===== config.mk =====
export PLATFORM = sky130hd
export DESIGN_NAME = btau_branch_target_unit
export DESIGN_NICKNAME = d
export VERILOG_FILES = /design/src/pkg/btau_pkg.sv /design/src/design/btau_phys_addr.sv /design/src/design/btau_branch_target_unit.sv
export SDC_FILE = /design/constraint.sdc
export NUM_CORES = 1
export LEC_CHECK = 0
export BUFFER_PORTS_ARGS = -buffer_cell sky130_fd_sc_hd__buf_2
export CORE_AREA = 2 2 139 141
export DETAILED_ROUTE_END_ITERATION = 7
export DIE_AREA = 0 0 141 143
export GPL_ROUTABILITY_DRIVEN = 0
export PLACE_DENSITY = 0.64
export SLEW_MARGIN = 20
export SYNTH_ARGS = -nofsm -noshare
export SYNTH_HDL_FRONTEND = slang
export SYNTH_SLANG_ARGS = --single-unit

===== constraint.sdc =====
create_clock -name clk_i -period 3.2 [get_ports clk_i]
set_input_delay 0.32 -clock clk_i [delete_from_list [all_inputs] [get_ports clk_i]]
set_output_delay 0.32 -clock clk_i [all_outputs]
set_load 0.005 [all_outputs]

===== src/pkg/btau_pkg.sv =====
/*
  btau_pkg: constants and enumerations for the branch target address unit.
  assumes nothing of its surroundings; shared by both design files.
*/
package btau_pkg;
  localparam int unsigned OPCODE_W = 8;
  localparam int unsigned WORD_W = 16;
  localparam int unsigned PHYS_W = 20;
  localparam int unsigned SEG_SHIFT = 4;
  localparam int unsigned OPERAND_MAX = 5;
  localparam int unsigned CNT_W = 3;
  localparam int unsigned INSTR_COUNT = 101;
  localparam int unsigned GROUP_COUNT = 27;
  localparam int unsigned GROUP_W = 5;
  localparam int unsigned REG_IDX_W = 3;
  localparam int unsigned NUM_GREGS = 8;
  localparam logic [WORD_W-1:0] SEG_RESET = 16'hffff;
  localparam logic [WORD_W-1:0] OFS_RESET = 16'h0000;
  // branch target method, chosen by the execution unit after decode
  typedef enum logic [2:0] {
    BTAU_TGT_NONE,
    BTAU_TGT_FAR_DIRECT,
    BTAU_TGT_REL8,
    BTAU_TGT_REL16,
    BTAU_TGT_REG_IND,
    BTAU_TGT_MEM_IND16,
    BTAU_TGT_MEM_IND32
  } btau_tgt_e;
  // operand source class reported alongside each operand
  typedef enum logic [1:0] {
    BTAU_SRC_REG,
    BTAU_SRC_IMM,
    BTAU_SRC_IO,
    BTAU_SRC_MEM
  } btau_src_e;
endpackage


===== src/design/btau_phys_addr.sv =====
/*
  btau_phys_addr: forms a physical address from segment base and offset.
  assumes both inputs are unsigned and come from the same clock domain.
*/
`timescale 1ns/1ps
`default_nettype none
module btau_phys_addr (
  input wire logic [btau_pkg::WORD_W-1:0] seg_i,
  input wire logic [btau_pkg::WORD_W-1:0] ofs_i,
  output logic [btau_pkg::PHYS_W-1:0] phys_o
);
  // carry above bit 19 wraps, as a 20-bit bus would
  assign phys_o = btau_pkg::PHYS_W'({seg_i, 4'h0}) + btau_pkg::PHYS_W'(ofs_i);
endmodule
`default_nettype wire


===== src/design/btau_branch_target_unit.sv =====
/*
  btau_branch_target_unit: instruction address generation and op-code framing.
  assumes the fetch unit presents one code byte per valid pulse in order, and
  the execution unit supplies operand length, target method and register file.
*/
`timescale 1ns/1ps
`default_nettype none
module btau_branch_target_unit (
  input wire logic clk_i,
  input wire logic rst_b_i,
  input wire logic byte_valid_i,
  input wire logic [7:0] byte_data_i,
  output logic byte_ready_o,
  input wire logic [btau_pkg::CNT_W-1:0] operand_len_i,
  input wire logic [btau_pkg::GROUP_W-1:0] group_i,
  input wire logic [1:0] operand_src_i,
  input wire logic [2:0] jump_op_i,
  input wire logic jump_op_valid_i,
  input wire logic [btau_pkg::REG_IDX_W-1:0] reg_sel_i,
  input wire logic [btau_pkg::NUM_GREGS*btau_pkg::WORD_W-1:0] gregs_i,
  input wire logic mem_valid_i,
  input wire logic [31:0] mem_data_i,
  output logic [btau_pkg::OPCODE_W-1:0] opcode_o,
  output logic opcode_valid_o,
  output logic [btau_pkg::OPCODE_W-1:0] operand_byte_o,
  output logic [btau_pkg::CNT_W-1:0] operand_idx_o,
  output logic operand_valid_o,
  output logic [1:0] operand_class_o,
  output logic instr_done_o,
  output logic group_err_o,
  output logic [btau_pkg::WORD_W-1:0] code_segment_base_o,
  output logic [btau_pkg::WORD_W-1:0] instruction_offset_counter_o,
  output logic [btau_pkg::PHYS_W-1:0] fetch_addr_o,
  output logic redirect_o
);
  typedef enum logic [1:0] {
    BTAU_ST_OPCODE,
    BTAU_ST_OPERAND,
    BTAU_ST_WAIT_TGT,
    BTAU_ST_WAIT_MEM
  } btau_state_e;

  btau_state_e state_r;
  logic [btau_pkg::WORD_W-1:0] code_segment_base_r;
  logic [btau_pkg::WORD_W-1:0] instruction_offset_counter_r;
  logic [btau_pkg::CNT_W-1:0] len_r;
  logic [btau_pkg::CNT_W-1:0] idx_r;
  logic [39:0] imm_r;
  logic [2:0] pend_op_r;
  logic [btau_pkg::OPCODE_W-1:0] opcode_r;
  logic opcode_valid_r;
  logic [btau_pkg::OPCODE_W-1:0] operand_byte_r;
  logic [btau_pkg::CNT_W-1:0] operand_idx_r;
  logic operand_valid_r;
  logic [1:0] operand_class_r;
  logic instr_done_r;
  logic group_err_r;
  logic redirect_r;
  logic take_byte;
  logic [btau_pkg::CNT_W-1:0] len_clip;
  logic [btau_pkg::WORD_W-1:0] disp;
  logic [btau_pkg::WORD_W-1:0] greg_val;

  // fetch is only stalled while a branch target is still being formed
  assign byte_ready_o = (state_r == BTAU_ST_OPCODE) || (state_r == BTAU_ST_OPERAND);
  assign take_byte = byte_valid_i && byte_ready_o;
  // longer requests are clipped to the legal maximum
  assign len_clip = (operand_len_i > btau_pkg::CNT_W'(btau_pkg::OPERAND_MAX)) ?
                    btau_pkg::CNT_W'(btau_pkg::OPERAND_MAX) : operand_len_i;
  assign greg_val = gregs_i[reg_sel_i*btau_pkg::WORD_W +: btau_pkg::WORD_W];

  // method is read live in the target cycle; the pending copy lags by one edge
  function automatic logic btau_tgt_is_rel8(input logic [2:0] op);
    return op == 3'(btau_pkg::BTAU_TGT_REL8);
  endfunction

  always_comb begin
    disp = btau_pkg::WORD_W'(0);
    if (btau_tgt_is_rel8(jump_op_i)) begin
      disp = {{8{imm_r[7]}}, imm_r[7:0]};
    end else begin
      disp = imm_r[15:0];
    end
  end

  // framing state
  always_ff @(posedge clk_i or negedge rst_b_i) begin
    if (!rst_b_i) begin
      state_r <= BTAU_ST_OPCODE;
      len_r <= '0;
      idx_r <= '0;
      pend_op_r <= 3'h0;
    end else begin
      unique case (state_r)
        BTAU_ST_OPCODE: begin
          if (take_byte) begin
            idx_r <= '0;
            len_r <= len_clip;
            if (len_clip != '0) begin
              state_r <= BTAU_ST_OPERAND;
            end else if (jump_op_valid_i) begin
              state_r <= BTAU_ST_WAIT_TGT;
            end
          end
        end
        BTAU_ST_OPERAND: begin
          if (take_byte) begin
            idx_r <= idx_r + 3'h1;
            if (idx_r + 3'h1 == len_r) begin
              state_r <= jump_op_valid_i ? BTAU_ST_WAIT_TGT : BTAU_ST_OPCODE;
            end
          end
        end
        BTAU_ST_WAIT_TGT: begin
          pend_op_r <= jump_op_i;
          if (jump_op_i == 3'(btau_pkg::BTAU_TGT_MEM_IND16) ||
              jump_op_i == 3'(btau_pkg::BTAU_TGT_MEM_IND32)) begin
            state_r <= BTAU_ST_WAIT_MEM;
          end else begin
            state_r <= BTAU_ST_OPCODE;
          end
        end
        BTAU_ST_WAIT_MEM: begin
          if (mem_valid_i) begin
            state_r <= BTAU_ST_OPCODE;
          end
        end
      endcase
    end
  end

  // operand byte capture, little-endian
  always_ff @(posedge clk_i or negedge rst_b_i) begin
    if (!rst_b_i) begin
      imm_r <= 40'h0;
    end else if (take_byte && state_r == BTAU_ST_OPERAND) begin
      imm_r[idx_r*8 +: 8] <= byte_data_i;
    end else if (take_byte) begin
      imm_r <= 40'h0;
    end
  end

  // instruction address update: the sequential increment takes priority over jumps
  always_ff @(posedge clk_i or negedge rst_b_i) begin
    if (!rst_b_i) begin
      code_segment_base_r <= btau_pkg::SEG_RESET;
      instruction_offset_counter_r <= btau_pkg::OFS_RESET;
      redirect_r <= 1'b0;
    end else begin
      redirect_r <= 1'b0;
      if (take_byte) begin
        instruction_offset_counter_r <= instruction_offset_counter_r + 16'h0001;
      end else if (state_r == BTAU_ST_WAIT_TGT) begin
        redirect_r <= jump_op_i != 3'(btau_pkg::BTAU_TGT_NONE) &&
                      jump_op_i != 3'(btau_pkg::BTAU_TGT_MEM_IND16) &&
                      jump_op_i != 3'(btau_pkg::BTAU_TGT_MEM_IND32);
        unique case (jump_op_i)
          3'(btau_pkg::BTAU_TGT_FAR_DIRECT): begin
            instruction_offset_counter_r <= imm_r[15:0];
            code_segment_base_r <= imm_r[31:16];
          end
          3'(btau_pkg::BTAU_TGT_REL8): begin
            instruction_offset_counter_r <= instruction_offset_counter_r + disp;
          end
          3'(btau_pkg::BTAU_TGT_REL16): begin
            instruction_offset_counter_r <= instruction_offset_counter_r + disp;
          end
          3'(btau_pkg::BTAU_TGT_REG_IND): begin
            instruction_offset_counter_r <= greg_val;
          end
          default: begin
          end
        endcase
      end else if (state_r == BTAU_ST_WAIT_MEM && mem_valid_i) begin
        redirect_r <= 1'b1;
        instruction_offset_counter_r <= mem_data_i[15:0];
        if (pend_op_r == 3'(btau_pkg::BTAU_TGT_MEM_IND32)) begin
          code_segment_base_r <= mem_data_i[31:16];
        end
      end
    end
  end

  // decode outputs toward the execution unit
  always_ff @(posedge clk_i or negedge rst_b_i) begin
    if (!rst_b_i) begin
      opcode_r <= 8'h00;
      opcode_valid_r <= 1'b0;
      operand_byte_r <= 8'h00;
      operand_idx_r <= '0;
      operand_valid_r <= 1'b0;
      operand_class_r <= 2'h0;
      instr_done_r <= 1'b0;
      group_err_r <= 1'b0;
    end else begin
      opcode_valid_r <= 1'b0;
      operand_valid_r <= 1'b0;
      instr_done_r <= 1'b0;
      if (take_byte && state_r == BTAU_ST_OPCODE) begin
        opcode_r <= byte_data_i;
        opcode_valid_r <= 1'b1;
        operand_class_r <= operand_src_i;
        // group codes past the last class are flagged; framing and any jump still go ahead
        group_err_r <= group_i >= btau_pkg::GROUP_W'(btau_pkg::GROUP_COUNT);
        instr_done_r <= (len_clip == '0) && !jump_op_valid_i;
      end else if (take_byte) begin
        operand_byte_r <= byte_data_i;
        operand_idx_r <= idx_r;
        operand_valid_r <= 1'b1;
        instr_done_r <= (idx_r + 3'h1 == len_r) && !jump_op_valid_i;
      end else if (redirect_r) begin
        instr_done_r <= 1'b1;
      end
    end
  end

  assign opcode_o = opcode_r;
  assign opcode_valid_o = opcode_valid_r;
  assign operand_byte_o = operand_byte_r;
  assign operand_idx_o = operand_idx_r;
  assign operand_valid_o = operand_valid_r;
  assign operand_class_o = operand_class_r;
  assign instr_done_o = instr_done_r;
  assign group_err_o = group_err_r;
  assign redirect_o = redirect_r;
  assign code_segment_base_o = code_segment_base_r;
  assign instruction_offset_counter_o = instruction_offset_counter_r;

  btau_phys_addr u_phys (
    .seg_i(code_segment_base_r),
    .ofs_i(instruction_offset_counter_r),
    .phys_o(fetch_addr_o)
  );
endmodule
`default_nettype wire


==> run summary <==
remaining antenna violation count - 0
core area - 18600 sq um
iteration-0 DRC count of the detailed router - 569
CTS root buffer - clkbuf_16
Worst-path clk slew - 0.07 ns
uppermost layer routed - met4
sequential power share - 31.2%
Sw Share - 42.8%
share of cells above drive strength 1 - 35.8%
CTS Buf Count - 9
IO Pins - 268
Total Routing Usage GR - 24.6%
min Tclk post-route - 3.00 ns
HP Class - primary input to flop
clock sinks - 101
vias in the first global route - 7028
post-synthesis mux area share - 12.8%
Worst slew margin - 38.6%
Final Hold Viols - 0
max-slew violation count - 0
# port buffers - 267
Worst setup EP type - output pin
Achievable Freq - 334 MHz
CP startpoint kind - flop
post-synthesis compound-gate area fraction - 19.4%
final core occ - 50.1%
Critical Path Fanout Max - 9
crit path DAT - 2.68 ns
Longest Clk Path Bufs - 2
Async SR Flop Fraction - 100%
H-tree Lvls - 3
CP Class - flop to output pin
antenna violations before repair - 0
max_cap viols - 0
final setup violation count - 0
Main synth FF type - dfrtp_1
TritonRoute pass-1 iters - 5
synthesis-stage register bit count - 101
WL met2 - 11600 um
Yosys Warn Count - 0
Tcrit/Tclk final - 93.7%
clock latency on the worst-skew pair - 0.36 ns
die extent in x - 141 um
CP cell instances - ha_1 > a211oi_2 > o21ai_0 > a221oi_2 > a21boi_1 > a21o_1 > nand4_1 > xnor2_1 > buf_2
Internal Power - 4.39 mW
Via density - 5.54
Syn Inst Count - 820
Metal-1 WL - 11400 um
VDD IR max - 0.536 mV
status - complete, no violations
CP peak stage delay - 0.48 ns
total grt overflow - 0
Antenna Cells - 0
measured slew at the worst slew-check pin - 0.917 ns
full die area - 20200 sq um
setup tns final - 0 ns
DR WL met3 - 1610 um
XOR/XNOR Fraction of Synth Area - 4.68%
largest net degree at the start of global routing - 45
largest family of logic cells by synthesized area - compound AO/OA/AOI/OAI gates
DP Cell Count - 1300
Layout area overhead - 27.4%
DR DRC count - 0
Mapped Area - 7300 sq um
Hold Crit Start - operand_src_i[1]
worst hold slack - 0.149 ns
post-placement cell area - 8930 sq um
post-synthesis sequential area ratio - 34.9%
slack of the worst reg-to-reg path - 0.40 ns
TritonCTS clock tree - done
non-filler cells, final - 1317
overall die height - 143 um
Vias - 7300
dpl hpwl - 20000 um
Yosys cell types - 66
Routed WL - 25300 um
Slowest cell on crit path - dfrtp_2
Sw Pwr - 3.28 mW
row count - 50
global-route wire length before repair - 38600 um
CP Data Required Time - 2.88 ns
final instance area - 9300 sq um
Routed WL per cell - 19.2 um
synthesized net count - 1042
Synth Area in Adders - 5.86%
Clk pwr share - 15.3%
simple-gate share of the synthesized area - 17.8%
leakage - 4.51 nW
Critical Path Source - instruction_offset_counter_o[5]
reg2reg start - imm_r[7]
pwr dens - 824 nW/um^2
initial core utilization - 39.3%
Final nets - 1300
EDFF count, synth - 0
Final Skew - 0.0111 ns
RSZ-0062 raised after global routing - no
Avg Inst Size Synth - 8.90 sq um
combinational share of power - 53.5%
-- final timing paths --
| path | endpoint | cells past startpoint |
|---|---|---|
| worst max-delay path | fetch_addr_o[19] | 9 |
| worst min-delay path | operand_class_o[1] | 3 |
| worst max register to register | instruction_offset_counter_o[13] | 10 |
| worst min register to register | opcode_o[4] | 2 |
| max in group asynchronous | instruction_offset_counter_o[15] | 3 |
| min in group asynchronous | opcode_valid_o | 2 |
-- cell type report --
type                            instances  area [sq um]
Fill cell                            1794          9280
Multi-Input combinational cell        644          4460
Sequential cell                       101          2550
Timing Repair Buffer                  301          1610
Tap cell                              234           293
Clock buffer                           10           239
Inverter                               21          78.8
Clock inverter                          6          76.3
-- through the flow --
stage | power, mW | setup WS (ns)
floorplan | 4.92 | 0.0560
global placement | 6.36 | 0.197
finish | 7.67 | 0.203
detailed placement | 6.43 | 0.132
CTS | 7.65 | 0.0159
global route | 8.30 | 0.0252
-- power by group through the flow --
| stage | combinational, mW | sequential, mW | clock (mW) |
|---|---|---|---|
| after detailed placement | 4.02 | 2.40 | 0 |
| after floorplan | 2.60 | 2.32 | 0 |
| after global placement | 3.97 | 2.39 | 0 |
| after global routing | 4.57 | 2.47 | 1.26 |
| after CTS | 4.06 | 2.39 | 1.20 |
| final | 4.10 | 2.39 | 1.17 |
-- flip-flops by register name, indices dropped and copies added (netlist names), 2 cells and up --
register	cells
imm_r	32
code_segment_base_o	16
instruction_offset_counter_o	16
opcode_o	8
operand_byte_o	8
idx_r	3
len_r	3
operand_idx_o	3
pend_op_r	3
operand_class_o	2
state_r	2
-- worst max-delay path, delay by kind of cell (launching register included) --
family	cells	cell delay [ns]
AO/OA/AOI/OAI	5	1.17
flip-flops	1	0.48
AND/OR/NAND/NOR	1	0.10
buffers and inverters	1	0.13
adder cells (fa/ha/maj)	1	0.33
XOR/XNOR	1	0.12
-- layout by cell type, fill, tap and decap left out, drive strengths merged, types with 21 or more instances in the layout --
master  synthesis  layout
ha             31      31
mux2i          21      21
o21ai          62      62
mux4           29      29
dfrtp          85      85
nor2           61      61
nand3          30      30
nand2         155     155
xnor2          23      23
inv            20      23
a31oi          29      29
a21oi          50      50
buf            27     300
-- kinds of logic after synthesis --
family                   count (synthesis)
adder cells (fa/ha/maj)                 33
multiplexers                            56
AO/OA/AOI/OAI                          219
buffers and inverters                   75
AND/OR/NAND/NOR                        297
flip-flops                             101
XOR/XNOR                                39
-- per-layer routing --
metal | up-vias | GRT usage [%]
met5 | - | 0
met4 | 0 | 6.74
met3 | 39 | 5.00
met2 | 273 | 36.8
met1 | 3501 | 36.2
li1 | 3487 | -
-- timing repair --
| item | 4_1_cts | 5_1_grt |
|---|---|---|
| hold buffers | 1 | 0 |
| resized for setup | 2 | 8 |
| endpoints found under the setup margin | 2 | 4 |
| setup buffers | 0 | 0 |
| endpoints found under the hold margin | 32 | 0 |
| pin swaps | 0 | 3 |
-- cell usage after synthesis, types with 3 or more instances --
library cell,number,area (sq um)
mux2_2,6,67.6
or3_1,3,18.8
nand2b_1,8,50.1
xnor2_1,23,201
a21oi_1,48,240
clkbuf_1,27,101
mux2i_1,21,210
ha_1,31,388
a22o_1,8,70.1
nor2b_1,4,25.0
o21ai_0,59,295
o21bai_1,4,30.0
dfstp_2,16,420
a311oi_1,3,26.3
a22oi_1,4,30.0
a31oi_1,29,181
dfrtp_1,85,2130
a21o_1,13,97.6
and3_1,6,37.5
nor3_1,14,70.1
xor2_1,16,140
o31ai_1,4,30.0
o21ai_1,3,15.0
buf_4,7,52.6
a211oi_1,5,37.5
a2111oi_0,3,26.3
nand3_1,30,150
inv_1,20,75.1
buf_2,17,85.1
nand4_1,5,31.3
nor2_1,60,225
mux4_2,29,653
o22ai_1,4,25.0
a221oi_1,7,61.3
nand2_1,154,578
o21a_1,4,30.0
o221ai_1,5,43.8
No activity file was read; power rests on OpenSTA's default activity.
